===== src/kwm_map.svh =====
// Register indices, pages, field positions and reset values of the config block.
`ifndef KWM_MAP_SVH
`define KWM_MAP_SVH

// ==========================================
// Addressing: byte address = {page, index, 2'b00}.
`define KWM_ADDR_W 12
`define KWM_PAGE_KBD 2'h0
`define KWM_PAGE_PWR 2'h1
`define KWM_PAGE_MIDI 2'h2
`define KWM_IDX_BASE_HI 8'h60
`define KWM_IDX_BASE_LO 8'h61
`define KWM_IDX_CFG 8'hF0
`define KWM_IDX_RSV_FIRST 8'hF1
`define KWM_IDX_RSV_LAST 8'hFF

// ==========================================
// Reset values.
`define KWM_RST_KBD 8'h00
`define KWM_RST_PWR 8'h00
`define KWM_RST_BASE_HI 8'h03
`define KWM_RST_BASE_LO 8'h30

// ==========================================
// Field positions.
`define KWM_KBD_POL 7
`define KWM_KBD_MISO 6
`define KWM_KBD_KISO 5
`define KWM_KBD_MLATCH 4
`define KWM_KBD_KBD_IRQ_LATCH 3
`define KWM_PWR_ABSENT 0
`define KWM_PWR_KEYOFF 1

// ==========================================
// AXI responses.
`define KWM_RESP_OKAY 2'h0
`define KWM_RESP_DECERR 2'h3

`endif


===== src/kwm_pkg.sv =====
// Types shared by the keyboard, power-event and MIDI configuration block.
package kwm_pkg;

	// ==========================================
	// A two-wire serial line pair: clock and data.
	typedef struct packed {
		logic clk;
		logic data;
	} kwm_ps2_t;

	// Result of a register read lookup.
	typedef struct packed {
		logic [1:0] resp;
		logic [7:0] data;
	} kwm_rd_t;

	// ==========================================
	// Every flip-flop of the block.
	typedef struct packed {
		logic [7:1] kbd_cfg;
		logic [1:0] pwr_cfg;
		logic [3:0] base_hi;
		logic [7:1] base_lo;
		logic mouse_latch;
		logic kbd_latch;
		logic aw_held;
		logic [11:0] aw_addr;
		logic w_held;
		logic [7:0] w_data;
		logic w_lane0;
		logic awready;
		logic wready;
		logic bvalid;
		logic [1:0] bresp;
		logic arready;
		logic rvalid;
		logic [1:0] rresp;
		logic [7:0] rdata;
		logic reset_pin;
		kwm_ps2_t ctl_mouse;
		kwm_ps2_t ctl_kbd;
		logic wake_mouse_data;
		logic wake_kbd_data;
		logic mouse_irq;
		logic kbd_irq;
		logic key_wake_clk;
		logic absent;
		logic key_off;
		logic midi_sel;
	} kwm_state_t;

endpackage


===== src/kwm_regs.sv =====
// AXI4-Lite configuration registers for keyboard, power-event and MIDI devices.
`timescale 1ns/1ps
`include "kwm_map.svh"

// Functional notes
// - Keyboard config bit 7 picks reset pin level: 0 active low, 1 high.
// - Bit 6 set blocks mouse clock and data toward the controller.
// - Mouse data to wake logic is never blocked by mouse isolation.
// - Bit 5 set blocks keyboard clock and data toward the controller.
// - Keyboard data to wake logic is never blocked by keyboard isolation.
// - Bit 4 set makes the mouse interrupt the latched controller interrupt.
// - Keyboard device indices 0xF1 to 0xFF are reserved and read zero.
// - Power-event bit 0 reports slow clock absent; 0 means clock connected.
// - Power-event bit 1 turns wake-on-key off and gates its slow clock.
// - MIDI base low byte holds A7..A1; bit 0 is always zero.
module kwm_regs (
	input wire logic aclk,
	input wire logic aresetn,
	input wire logic [11:0] awaddr,
	input wire logic awvalid,
	output logic awready,
	input wire logic [31:0] wdata,
	input wire logic [3:0] wstrb,
	input wire logic wvalid,
	output logic wready,
	output logic [1:0] bresp,
	output logic bvalid,
	input wire logic bready,
	input wire logic [11:0] araddr,
	input wire logic arvalid,
	output logic arready,
	output logic [31:0] rdata,
	output logic [1:0] rresp,
	output logic rvalid,
	input wire logic rready,
	input wire logic kbd_reset_req,
	output logic kbd_reset_out_pin,
	input wire kwm_pkg::kwm_ps2_t mouse_line,
	input wire kwm_pkg::kwm_ps2_t kbd_line,
	output kwm_pkg::kwm_ps2_t ctl_mouse_line,
	output kwm_pkg::kwm_ps2_t ctl_kbd_line,
	output logic wake_mouse_data_line,
	output logic wake_kbd_data_line,
	input wire logic ctl_mouse_irq,
	input wire logic ctl_kbd_irq,
	input wire logic mouse_irq_clear,
	input wire logic kbd_irq_clear,
	output logic mouse_irq,
	output logic kbd_irq,
	input wire logic slow_clock_pin,
	output logic key_wake_slow_clk,
	output logic slow_clock_absent,
	output logic key_wake_off,
	input wire logic [11:0] io_addr,
	input wire logic io_strobe,
	output logic midi_port_sel
);

	// ==========================================
	// State registers.
	kwm_pkg::kwm_state_t st_reg;
	kwm_pkg::kwm_state_t st_next;

	// Combined MIDI port base, A11..A1 with A0 forced low.
	logic [11:0] midi_base;

	// Write path helpers.
	logic aw_take;
	logic w_take;
	logic have_aw;
	logic have_w;
	logic [11:0] wr_addr;
	logic [7:0] wr_data;
	logic wr_lane0;
	kwm_pkg::kwm_rd_t rd;

	// ==========================================
	// Read lookup: page selects the logical device, index the register.
	function automatic kwm_pkg::kwm_rd_t read_reg(
		input logic [11:0] addr,
		input kwm_pkg::kwm_state_t s
	);
		kwm_pkg::kwm_rd_t r;
		logic [1:0] page;
		logic [7:0] idx;
		page = addr[11:10];
		idx = addr[9:2];
		r.resp = `KWM_RESP_DECERR;
		r.data = 8'h00;
		unique case (page)
			`KWM_PAGE_KBD: begin
				if (idx == `KWM_IDX_CFG) begin
					r.resp = `KWM_RESP_OKAY;
					r.data = {s.kbd_cfg, 1'b0};
				end else if (idx >= `KWM_IDX_RSV_FIRST) begin
					// Reserved indices answer OKAY with zero data.
					r.resp = `KWM_RESP_OKAY;
					r.data = 8'h00;
				end
			end
			`KWM_PAGE_PWR: begin
				if (idx == `KWM_IDX_CFG) begin
					r.resp = `KWM_RESP_OKAY;
					r.data = {6'h00, s.pwr_cfg};
				end
			end
			`KWM_PAGE_MIDI: begin
				if (idx == `KWM_IDX_BASE_HI) begin
					r.resp = `KWM_RESP_OKAY;
					r.data = {4'h0, s.base_hi};
				end else if (idx == `KWM_IDX_BASE_LO) begin
					r.resp = `KWM_RESP_OKAY;
					r.data = {s.base_lo, 1'b0};
				end
			end
			default: begin
				r.resp = `KWM_RESP_DECERR;
			end
		endcase
		return r;
	endfunction

	// ==========================================
	// Handshake decode and the address and data of the write under way.
	always_comb begin
		aw_take = awvalid & st_reg.awready;
		w_take = wvalid & st_reg.wready;
		have_aw = st_reg.aw_held | aw_take;
		have_w = st_reg.w_held | w_take;
		wr_addr = st_reg.aw_held ? st_reg.aw_addr : awaddr;
		wr_data = st_reg.w_held ? st_reg.w_data : wdata[7:0];
		wr_lane0 = st_reg.w_held ? st_reg.w_lane0 : wstrb[0];
		rd = read_reg(araddr, st_reg);
		midi_base = {st_reg.base_hi, st_reg.base_lo, 1'b0};
	end

	// ==========================================
	// Next-state logic for the whole block.
	always_comb begin
		st_next = st_reg;

		// Write channel: address and data may arrive in either order.
		if (aw_take) begin
			st_next.aw_held = 1'b1;
			st_next.aw_addr = awaddr;
		end
		if (w_take) begin
			st_next.w_held = 1'b1;
			st_next.w_data = wdata[7:0];
			st_next.w_lane0 = wstrb[0];
		end
		if (st_reg.bvalid && bready) begin
			st_next.bvalid = 1'b0;
		end
		if (have_aw && have_w && !st_reg.bvalid) begin
			st_next.aw_held = 1'b0;
			st_next.w_held = 1'b0;
			st_next.bvalid = 1'b1;
			st_next.bresp = `KWM_RESP_DECERR;
			unique case (wr_addr[11:10])
				`KWM_PAGE_KBD: begin
					if (wr_addr[9:2] == `KWM_IDX_CFG) begin
						st_next.bresp = `KWM_RESP_OKAY;
						if (wr_lane0) begin
							st_next.kbd_cfg = wr_data[7:1];
						end
					end else if (wr_addr[9:2] >= `KWM_IDX_RSV_FIRST) begin
						// Reserved index: accepted, nothing stored.
						st_next.bresp = `KWM_RESP_OKAY;
					end
				end
				`KWM_PAGE_PWR: begin
					if (wr_addr[9:2] == `KWM_IDX_CFG) begin
						st_next.bresp = `KWM_RESP_OKAY;
						if (wr_lane0) begin
							st_next.pwr_cfg = wr_data[1:0];
						end
					end
				end
				`KWM_PAGE_MIDI: begin
					if (wr_addr[9:2] == `KWM_IDX_BASE_HI) begin
						st_next.bresp = `KWM_RESP_OKAY;
						if (wr_lane0) begin
							st_next.base_hi = wr_data[3:0];
						end
					end else if (wr_addr[9:2] == `KWM_IDX_BASE_LO) begin
						st_next.bresp = `KWM_RESP_OKAY;
						// Bit 0 is not stored, so a stray one cannot shift the decode.
						if (wr_lane0) begin
							st_next.base_lo = wr_data[7:1];
						end
					end
				end
				default: begin
					st_next.bresp = `KWM_RESP_DECERR;
				end
			endcase
		end
		// One write at a time: no new channel beat while one is held or answered.
		st_next.awready = !st_next.aw_held && !st_next.bvalid;
		st_next.wready = !st_next.w_held && !st_next.bvalid;

		// Read channel: one read at a time, answered the cycle after it is taken.
		if (st_reg.rvalid && rready) begin
			st_next.rvalid = 1'b0;
		end
		if (arvalid && st_reg.arready) begin
			st_next.rvalid = 1'b1;
			st_next.rdata = rd.data;
			st_next.rresp = rd.resp;
		end
		st_next.arready = !st_next.rvalid;

		// Reset pin: asserted level follows the polarity bit.
		st_next.reset_pin = kbd_reset_req ?
			st_reg.kbd_cfg[`KWM_KBD_POL] :
			!st_reg.kbd_cfg[`KWM_KBD_POL];

		// Isolation holds the controller side at the idle-high line level.
		st_next.ctl_mouse = st_reg.kbd_cfg[`KWM_KBD_MISO] ?
			2'b11 : mouse_line;
		st_next.ctl_kbd = st_reg.kbd_cfg[`KWM_KBD_KISO] ?
			2'b11 : kbd_line;

		// Wake logic taps the raw pins, ahead of any isolation.
		st_next.wake_mouse_data = mouse_line.data;
		st_next.wake_kbd_data = kbd_line.data;

		// Interrupt latches: a new request in the clear cycle wins.
		st_next.mouse_latch = ctl_mouse_irq ||
			(st_reg.mouse_latch && !mouse_irq_clear);
		st_next.kbd_latch = ctl_kbd_irq ||
			(st_reg.kbd_latch && !kbd_irq_clear);
		st_next.mouse_irq = st_reg.kbd_cfg[`KWM_KBD_MLATCH] ?
			st_reg.mouse_latch : ctl_mouse_irq;
		st_next.kbd_irq = st_reg.kbd_cfg[`KWM_KBD_KBD_IRQ_LATCH] ?
			st_reg.kbd_latch : ctl_kbd_irq;

		// Slow clock reaches the key-wake logic only when present and enabled.
		st_next.absent = st_reg.pwr_cfg[`KWM_PWR_ABSENT];
		st_next.key_off = st_reg.pwr_cfg[`KWM_PWR_KEYOFF];
		st_next.key_wake_clk = slow_clock_pin &&
			!st_reg.pwr_cfg[`KWM_PWR_KEYOFF] &&
			!st_reg.pwr_cfg[`KWM_PWR_ABSENT];

		// MIDI port occupies two byte addresses, so A0 is not compared.
		st_next.midi_sel = io_strobe &&
			(io_addr[11:1] == midi_base[11:1]);
	end

	// ==========================================
	// State register with synchronous active-low reset.
	always_ff @(posedge aclk) begin
		if (!aresetn) begin
			st_reg <= '0;
			st_reg.kbd_cfg <= 7'(`KWM_RST_KBD >> 1);
			st_reg.pwr_cfg <= 2'(`KWM_RST_PWR);
			st_reg.base_hi <= 4'(`KWM_RST_BASE_HI);
			st_reg.base_lo <= 7'(`KWM_RST_BASE_LO >> 1);
			// Reset pin idles high: polarity resets to active low.
			st_reg.reset_pin <= 1'b1;
			st_reg.ctl_mouse <= 2'b11;
			st_reg.ctl_kbd <= 2'b11;
			st_reg.wake_mouse_data <= 1'b1;
			st_reg.wake_kbd_data <= 1'b1;
		end else begin
			st_reg <= st_next;
		end
	end

	// ==========================================
	// Outputs come straight from the state register.
	assign awready = st_reg.awready;
	assign wready = st_reg.wready;
	assign bvalid = st_reg.bvalid;
	assign bresp = st_reg.bresp;
	assign arready = st_reg.arready;
	assign rvalid = st_reg.rvalid;
	assign rresp = st_reg.rresp;
	assign rdata = {24'h00_0000, st_reg.rdata};
	assign kbd_reset_out_pin = st_reg.reset_pin;
	assign ctl_mouse_line = st_reg.ctl_mouse;
	assign ctl_kbd_line = st_reg.ctl_kbd;
	assign wake_mouse_data_line = st_reg.wake_mouse_data;
	assign wake_kbd_data_line = st_reg.wake_kbd_data;
	assign mouse_irq = st_reg.mouse_irq;
	assign kbd_irq = st_reg.kbd_irq;
	assign key_wake_slow_clk = st_reg.key_wake_clk;
	assign slow_clock_absent = st_reg.absent;
	assign key_wake_off = st_reg.key_off;
	assign midi_port_sel = st_reg.midi_sel;

endmodule


===== config.mk =====
export PLATFORM = sky130hd
export DESIGN_NAME = kwm_regs
export DESIGN_NICKNAME = d
export VERILOG_FILES = /design/src/kwm_pkg.sv /design/src/kwm_regs.sv
export VERILOG_INCLUDE_DIRS = /design/src
export SDC_FILE = /design/constraint.sdc
export NUM_CORES = 1
export LEC_CHECK = 0
export ABC_CLOCK_PERIOD_IN_PS = 6300
export BUFFER_PORTS_ARGS = -buffer_cell sky130_fd_sc_hd__buf_2
export CORE_ASPECT_RATIO = 1.25
export CORE_MARGIN = 2
export CORE_UTILIZATION = 48
export CTS_CLUSTER_DIAMETER = 60
export CTS_CLUSTER_SIZE = 10
export DETAILED_ROUTE_END_ITERATION = 8
export PLACE_DENSITY = 0.84
export SETUP_SLACK_MARGIN = 0.15
export SYNTH_ARGS = -nofsm -noshare
export SYNTH_HDL_FRONTEND = slang
export SYNTH_SLANG_ARGS = --single-unit
export TNS_END_PERCENT = 30

===== constraint.sdc =====
create_clock -name aclk -period 6.3 [get_ports aclk]
set_input_delay 1.575 -clock aclk [delete_from_list [all_inputs] [get_ports aclk]]
set_output_delay 1.575 -clock aclk [all_outputs]
set_load 0.05 [all_outputs]

==> impl_metrics.toml, run 1 <==
[outcome]
status = "complete, no violations"

[logic_synthesis]
yosys-top-cells-area = "dfxtp_1 (42%), buf_4 (8.8%), nand2_1 (7.6%), mux2i_1 (6.8%), a21oi_1 (4.3%)"
synth-adder-area-share_pct = 0
synth_commonest_cells = "dfxtp_1 (71), nand2_1 (69), buf_4 (40)"
async_flop_share_pct = 0
synth_xor_area_share_pct = 3.095
avgSynthCellArea_um2 = 8.752
synth_edf_count = 0
yosysTopAreaCell = "dfxtp_1"
ys_seq_area_share_pct = 41.86
synth_compound_area_share_pct = 11.02
synth_ff_type = "dfxtp_1"
syn_inst = 388
synth_most_common_cell = "dfxtp_1"
mappedNetlistArea_um2 = 3396
synth.area.mux_share_pct = 10.10
ys_warn_count = 0
synth_top_family_by_area = "simple AND/OR/NAND/NOR gates"
synth.ff_latch_count = 71
ys_types = 53
yosys.area_share.simple_pct = 22.73
yosysTopAreaCellShare_pct = 41.86

[global_routing]
grt_pass1_wl_um = 12340
track_usage_pct = 20.22
first_global_vias = 2804
antenna_found_initial = 0
grt_max_degree = 42
overflow = 0

[timing]
maxSlewViolCount = 0
setup_viol = 0
finalClockSkew_ns = 0.004340
setup_total_negative_slack_ns = 0
slew_headroom_pct = 36.50
rsz0062_at_grt = "no"
period_minus_slack_ns = 3.226
holdWs_ns = 0.4531
tightest_slew_ns = 0.9437
finalHoldViolCount = 0
max_freq_mhz = 309.9
finalCritPeriodShare_pct = 51.21
fin_ws_ns = 3.074

[final_layout]
final_util_pct = 56.48
insertedDiodeCount = 0
area_delta_synth_final_pct = 14.63
drive_gt1_share_pct = 26.08
nets = 549
largest_reg_flops = 30

[clock_network]
cts_num_sinks = 71
cts-root-buf = "clkbuf_8"
postCtsSetupRepairBufs = 0
postCtsResizedCells = 0
cts_max_path_buffers = 2
clk_pin_slew_worst_paths_ns = 0.07
cts_buffers = 9
cts_tree = "yes"
ctsHtreeMaxLevel = 3
ctsHoldBuffers = 0
clk-insertion-delay-late_ns = 0.35

[routing]
vias = 2897
viasPerCell = 5.229
avgRoutedWirePerCell_um = 13.64
drc = 0
dr.pass1.iters = 4
ant_nets = 0
drtIter0Drc = 115
totalWireLength_um = 7558

[die]
start_util_pct = 49.27
rows = 34
die_w_um = 79.23
ios = 144
core_area_um2 = 6892
die_area_um2 = 7768
die_h_um = 98.04

[placed_design]
portBuffers = 87
routabilityCongestion = 0.8658
post-dp-hpwl_um = 5552
preCtsSetupSlack_ns = 2.738

[power_and_ir_drop]
leakage_uw = 0.001751
powerDensity_nw_per_um2 = 253.0
irDropWorstVdd_mv = 0.1414

[setup_path]
critPathKind = "input pin to flip-flop"
arrival_ns = 3.52
cp_max_fo = 41
r2r_cells = 5
worstPathRequired_ns = 6.59
critPathLaunchType = "input pin"
end_kind = "flip-flop"

[hold_path]
holdPathStages = 2
hold_path_class = "flip-flop to flip-flop"

[run]
cap_violations = 0
[final timing paths]
| check | slack, ns | from | endpoint |
|---|---|---|---|
| max reg2reg | 3.86 | st_reg[52]$_SDFF_PN0_ | midi_base[2]$_SDFFE_PN0P_ |
| max | 3.07 | aresetn | rdata[6]$_SDFFE_PN0P_ |
| min | 0.45 | st_reg[45]$_SDFFE_PN0P_ | st_reg[45]$_SDFFE_PN0P_ |
| min reg2reg | 0.45 | st_reg[45]$_SDFFE_PN0P_ | st_reg[45]$_SDFFE_PN0P_ |
[critical path: stages]
cell and delay (ns):
buf_2 0.54, nand4_1 0.31, nor4_1 0.79, a221o_1 0.29
[power breakdown]
group | total [uW] | internal [uW] | leakage [uW] | switching, uW
Combinational | 155 | 45.0 | 0.00107 | 110
Sequential | 476 | 464 | 0.000579 | 11.9
Clock | 354 | 192 | 0.000100 | 162
Total | 985 | 701 | 0.00175 | 284
[per-stage QoR]
step                total power (uW)  std cells  cell area, um^2
floorplan                      612.6        411             3482
global placement               635.9        538             3702
detailed placement             639.8        538             3702
CTS                            989.8        554             3892
global route                    1028        554             3892
finish                         984.8        554             3892
[layout make-up]
| class | count | area (um^2) |
|---|---|---|
| sequential | 71 | 1421 |
| multi-input combinational | 280 | 1684 |
| timing repair buffer | 90 | 457.9 |
| fill | 666 | 2999 |
| clock inverter | 4 | 45.04 |
| clock buffer | 12 | 145.1 |
| inverter | 7 | 26.28 |
| tap | 90 | 112.6 |
[metal layers]
metal	track usage [%]	vias up	wire length (um)
met5	0	-	0
met4	11.14	0	249
met3	4.436	20	415
met2	35.59	93	3851
met1	22.18	1347	3042
li1	-	1437	-
[kinds of logic after synthesis]
kind of cell,Yosys count
buffers and inverters,60
other,1
and+or+nand+nor,153
xor gates and xnor gates,12
muxes,33
DFF,71
AOI/OAI and AO/OA,58
[cells in the final DEF, fill, tap and decap left out, types with 3 or more instances in the layout]
master    count
clkinv_2      3
nand3b_1      3
dfxtp_1      71
and3_1        6
nand2b_1      5
a31oi_1       3
inv_1         6
xnor2_1      11
clkbuf_8     10
buf_2        87
a21oi_1      29
a221o_1       6
and2_1        8
nor3_1       16
nand4_1       7
buf_4         3
o21ai_0       3
nand3_1       4
and4_1        3
mux2_2       10
nor2_1       11
or2_2         4
mux2i_1      23
conb_1       24
or3_1         4
nand2_1      69
o21ai_1       3
(Power assumes the default switching activity.)
==> run 2: changes to the inputs <==
- ABC_AREA: unset -> 1
- ABC_CLOCK_PERIOD_IN_PS: 6300 -> 2900
- CORE_UTILIZATION: 48 -> 44
- PLACE_DENSITY: 0.84 -> 0.8
- clock period: 6.3 -> 2.9 ns (I/O delays scaled with it)
==> run 2 against run 1 <==
Compared with the run above:
- clock power increased by 140%
- global-route usage decreased by 1.6 points
- wire length increased by 8.6%
- combinational power increased to 2.6 times the previous value
- critical path depth increased by 6
- critical path type is now flip-flop to flip-flop
- register-to-register slack got worse by 2.9 ns
- utilization decreased by 5.2 points
- sequential cell count unchanged
- cell area increased by 7.9%
- synthesized area increased by 8.9%
- via count increased by 17%
- clock skew increased by 0.0068 ns
- highest routed layer unchanged
==> impl_metrics.toml, run 2 <==
[outcome]
status = "complete, no violations"

[timing]
finalHoldViolCount = 0
rsz0062_at_grt = "no"
max_freq_mhz = 522.1
setup_total_negative_slack_ns = 0
setup_viol = 0
slew_headroom_pct = 53.82
period_minus_slack_ns = 1.915
finalCritPeriodShare_pct = 66.04
tightest_slew_ns = 0.6919
finalClockSkew_ns = 0.01110
maxSlewViolCount = 0

[final_layout]
final_cell_mix = "nand2_1 (115), buf_2 (87), nor2_1 (81)"
insertedDiodeCount = 0
multi_input_area_um2 = 1772
final_common_cell = "nand2_1"
largest_reg_flops = 30
regArea_um2 = 1421
drive_gt1_share_pct = 23.76
finalInstanceArea_um2 = 4200
area_delta_synth_final_pct = 13.57
nets = 691
fillers = 797

[hold_path]
hp-start = "st_reg[36]$_SDFFE_PN0P_"
hold_path_class = "flip-flop to flip-flop"
holdPathStages = 2

[routing]
avgRoutedWirePerCell_um = 11.67
drc = 0
drtIter0Drc = 126
dr.pass1.iters = 4
vias = 3388
viasPerCell = 4.819
totalWireLength_um = 8207
ant_nets = 0

[clock_network]
clk_pin_slew_worst_paths_ns = 0.08
clk-insertion-delay-late_ns = 0.36
cts_tree = "yes"
cts_max_path_buffers = 2
ctsHoldBuffers = 0
cts_num_sinks = 71
postCtsResizedCells = 0
ctsHtreeMaxLevel = 3
cts-root-buf = "clkbuf_8"
postCtsSetupRepairBufs = 0
cts_buffers = 9

[global_routing]
track_usage_pct = 18.62
antenna_found_initial = 0
overflow = 0
grt_max_degree = 50
first_global_vias = 3076
grt_pass1_wl_um = 13460

[logic_synthesis]
yosys-top-cells-area = "dfxtp_1 (38%), nand2_1 (12%), buf_4 (8.3%), nor2_1 (8.2%), inv_1 (5.1%)"
synth.ff_latch_count = 71
mappedNetlistArea_um2 = 3699
synth_most_common_cell = "nand2_1"
synth_edf_count = 0
synth_commonest_cells = "nand2_1 (115), nor2_1 (81), dfxtp_1 (71)"
ys_warn_count = 0
ys_types = 34
syn_inst = 532
avgSynthCellArea_um2 = 6.952
synth_ff_type = "dfxtp_1"
ys_seq_area_share_pct = 38.43
yosysTopAreaCellShare_pct = 38.43
async_flop_share_pct = 0
yosysTopAreaCell = "dfxtp_1"

[power_and_ir_drop]
leakage_uw = 0.002154
powerDensity_nw_per_um2 = 547.0
irDropWorstVdd_mv = 0.2970

[placed_design]
dpl_cell_area_um2 = 3988
post-dp-hpwl_um = 6235
routabilityCongestion = 0.8359
portBuffers = 87

[die]
ios = 144
rows = 37
die_h_um = 106.5
die_area_um2 = 9160
core_area_um2 = 8194
start_util_pct = 45.14
die_w_um = 86.01

[setup_path]
crit_slowest_cell = "dfxtp_1"
timing.critical_path.buf_inv = 2
worstPathRequired_ns = 3.15
cp_max_fo = 11
r2r_cells = 10
rr_startpoint = "st_reg[52]$_SDFF_PN0_"
arrival_ns = 2.17
critPathLaunchType = "flip-flop"
end_kind = "flip-flop"
worstPathCellList = "inv_2 -> or2_1 -> o21ai_2 -> nand2_2 -> nor2_8 -> nand2_4 -> inv_2 -> nand2_1 -> nand2_1 -> nor2_1"
cp.depth = 10
critPathKind = "flip-flop to flip-flop"
path_delay_family = "simple AND/OR/NAND/NOR gates"
cpPeakStageDelay_ns = 0.56
critPathLaunch = "st_reg[52]$_SDFF_PN0_"

[run]
cap_violations = 0
run 2: cell types whose count changed after synthesis, moves of 20 or more:
cell,delta
inv_1,+44
mux2i_1,-20
nand2_1,+46
nand3_1,+33
nor2_1,+70
o21ai_0,+30
run 2: worst paths after layout:
check / slack (ns) / to
setup / recovery: 0.98 / midi_base[10]$_SDFFE_PN0P_
hold reg to reg: 0.45 / st_reg[36]$_SDFFE_PN0P_
setup reg to reg: 0.98 / midi_base[10]$_SDFFE_PN0P_
hold / removal: 0.45 / st_reg[36]$_SDFFE_PN0P_
run 2: area by class of cell:
| class | count | area share, % |
|---|---|---|
| clock buffers | 10 | 3.038 |
| clock inverters | 6 | 2.026 |
| inverters | 60 | 5.481 |
| multi-input cells | 371 | 42.18 |
| flip-flops and latches | 71 | 33.84 |
| well taps | 97 | 2.889 |
| repair buffers | 88 | 10.55 |
run 2: worst register-to-register path, stage by stage, from the launching register on:
cell and delay, ns:
dfxtp_1 0.56, inv_2 0.20, or2_1 0.26, o21ai_2 0.11, nand2_2 0.14, nor2_8 0.21
nand2_4 0.09, inv_2 0.08, nand2_1 0.05, nand2_1 0.07, nor2_1 0.04
run 2: cell families (layout without fill, tap and decap cells):
| family | count (synthesis) | count (layout) | synth area share (%) |
|---|---|---|---|
| flops | 71 | 71 | 38.43 |
| simple gates | 274 | 274 | 34.51 |
| compound gates | 68 | 68 | 9.675 |
| xor+xnor | 2 | 2 | 0.4737 |
| mux | 3 | 3 | 0.8119 |
| other cells | 1 | 24 | 0.1014 |
| buf+inv | 113 | 164 | 16.00 |
run 2: through the flow:
| step | worst slack (ns) | total power (uW) | std cells | hold WS [ns] | util (%) |
|---|---|---|---|---|---|
| final | 0.9848 | 2297 | 703 | 0.4534 | 51.26 |
| after global routing | 0.8338 | 2401 | 703 | 0.4762 | 51.26 |
| after CTS | 0.9893 | 2317 | 703 | 0.4594 | 51.26 |
| after detailed placement | 0.7161 | 1462 | 687 | 0.4452 | 48.66 |
| after global placement | 0.7764 | 1452 | 687 | 0.4388 | 48.66 |
| after floorplan | 1.126 | 1401 | 555 | 0.4294 | - |
run 2: metal layers:
metal	GRT usage [%]	vias to the layer above	part of all wire (%)
met3	3.804	20	6.8
met4	8.844	0	2.8
li1	-	1747	-
met2	32.78	113	50
met5	0	-	0
met1	21.13	1508	40
run 2: report_power, final:
group          internal, uW  total [uW]  switching [uW]
clock                   481         858             377
combinational           102         401             299
sequential             1020        1040            23.8
total                  1600        2300             699
==> run 3: changes to the inputs <==
- ABC_CLOCK_PERIOD_IN_PS: 2900 -> 1700
- clock period: 2.9 -> 1.7 ns (I/O delays scaled with it)
==> run 3 against run 2 <==
Compared with the run above:
- utilization up 2.9 points
- register-to-register slack worse by 0.82 ns
- non-clock buffer count up 11
- clock skew about the same
- power up 85%
- sequential power up 69%
- wire length up 3.8%
- sequential share of layout area down 1.6 points
- critical path type unchanged
- largest power group unchanged
- highest routed layer unchanged
==> impl_metrics.toml, run 3 (synthesis gave the netlist of run 2 again) <==
[outcome]
status = "complete, no violations"

[final_layout]
final_common_cell = "nand2_1"
insertedDiodeCount = 0
largest_reg_flops = 30
final_cell_mix = "nand2_1 (112), buf_2 (87), nor2_1 (76)"
fin_cells = 715
nets = 703
drive_gt1_share_pct = 27.51
area_delta_synth_final_pct = 20.03
finalInstanceArea_um2 = 4439

[setup_path]
arrival_ns = 1.76
crit_slowest_cell = "dfxtp_2"
cp_max_fo = 10
cpPeakStageDelay_ns = 0.32
worstPathCellList = "inv_2 -> buf_8 -> nand2_1 -> nand2_2 -> inv_1 -> nor2_2 -> nand3_4 -> inv_2 -> nand2_1 -> nand2_1 -> nand3_1"
critPathLaunchType = "flip-flop"
worstPathRequired_ns = 1.93
timing.critical_path.buf_inv = 4
end_kind = "flip-flop"
critPathKind = "flip-flop to flip-flop"
path_delay_family = "simple AND/OR/NAND/NOR gates"
crit_top_cell = "nand2_1"

[hold_path]
hold_path_class = "input pin to flip-flop"

[global_routing]
grt_pass1_wl_um = 13510
grt_max_degree = 44
antenna_found_initial = 0
overflow = 0
first_global_vias = 3173
track_usage_pct = 18.56

[placed_design]
post-dp-hpwl_um = 6404
dp_cells = 697
portBuffers = 87
dpl_cell_area_um2 = 4084
routabilityCongestion = 0.8656

[timing]
setup_viol = 0
setup_total_negative_slack_ns = 0
finalClockSkew_ns = 0.01063
maxSlewViolCount = 0
tightest_slew_ns = 0.6134
period_minus_slack_ns = 1.533
holdWs_ns = 0.2624
slew_headroom_pct = 58.68
rsz0062_at_grt = "yes"
max_freq_mhz = 652.3
finalCritPeriodShare_pct = 90.18
finalHoldViolCount = 0

[clock_network]
ctsHtreeMaxLevel = 3
clk_pin_slew_worst_paths_ns = 0.08
ctsHoldBuffers = 0
cts_tree = "yes"
cts_num_sinks = 71
cts-root-buf = "clkbuf_8"
clk-insertion-delay-late_ns = 0.34
cts_buffers = 9
cts_max_path_buffers = 2

[power_and_ir_drop]
p_total_uw = 4249
leakage_uw = 0.002257
irDropWorstVdd_mv = 0.5498
powerDensity_nw_per_um2 = 957.1

[routing]
totalWireLength_um = 8520
ant_nets = 0
drc = 0
viasPerCell = 4.829
avgRoutedWirePerCell_um = 11.92
vias = 3453
dr.pass1.iters = 4
drtIter0Drc = 132

[die]
die_area_um2 = 9160
start_util_pct = 45.14
die_h_um = 106.5
ios = 144
rows = 37
core_area_um2 = 8194
die_w_um = 86.01

[run]
cap_violations = 0
==> run 3: cell types whose count changed in the layout (fill, tap and decap cells not counted), sizes merged <==
cell | previous run | this run
buf | 88 | 99
bufinv | 2 | 3
clkbuf | 10 | 12
clkinv | 3 | 2
clkinvlp | 2 | 0
nor2 | 97 | 98
==> run 3: final cells by class <==
type                    count  area, um^2
clock buffers              12       166.4
clock inverters             4       98.84
fillers                   814        3755
repair buffers             99       545.5
multi-input cells         372        1846
inverters                  60       230.2
well taps                  97       121.4
flip-flops and latches     71        1431
==> run 3: metal layers <==
layer  vias up  wire, um  GRT usage [%]
met5         -         0              0
met4         0       216          8.163
met3        19       531          4.503
met2       121      4317          32.89
met1      1545      3455          20.70
li1       1768         -              -
==> run 3: worst register-to-register path, cell delays in order, from the launching register on <==
cell and delay [ns]:
dfxtp_2 0.32, inv_2 0.07, buf_8 0.14, nand2_1 0.09, nand2_2 0.13, inv_1 0.07, nor2_2 0.15, nand3_4 0.12
inv_2 0.13, nand2_1 0.08, nand2_1 0.07, nand3_1 0.06
==> run 3: what timing repair did <==
action / 4_1_cts / 5_1_grt
setup buffers: 0 / 1
endpoints found under the setup margin: 6 / 20
endpoints found under the hold margin: 0 / 0
gates resized for setup: 1 / 17
pin swaps: 1 / 3
cloned: 0 / 1
==> run 3: path summary, 6_finish.rpt <==
check	from	to	slack (ns)	cells past startpoint
setup / recovery	st_reg[52]$_SDFF_PN0_	midi_base[5]$_SDFFE_PN1P_	0.17	11
hold / removal	kbd_line[1]	ctl_kbd_line[1]$_SDFF_PP1_	0.26	3
hold reg to reg	st_reg[35]$_SDFFE_PN0P_	st_reg[35]$_SDFFE_PN0P_	0.45	2
setup reg to reg	st_reg[52]$_SDFF_PN0_	midi_base[5]$_SDFFE_PN1P_	0.17	11
==> run 3: power by group <==
group | switching, uW | internal (uW) | leakage [uW]
Sequential | 29.5 | 1730 | 0.000582
Clock | 620 | 1110 | 0.000132
Combinational | 552 | 206 | 0.00154
==> run 3: per-stage QoR <==
stage / setup WS (ns) / utilization [%]
6_report: 0.1669 / 54.18
5_1_grt: 0.09182 / 54.18
4_1_cts: 0.1447 / 53.11
3_5_place_dp: 0.03647 / 49.84
3_3_place_gp: 0.08573 / 49.84
2_1_floorplan: 0.2205 / -
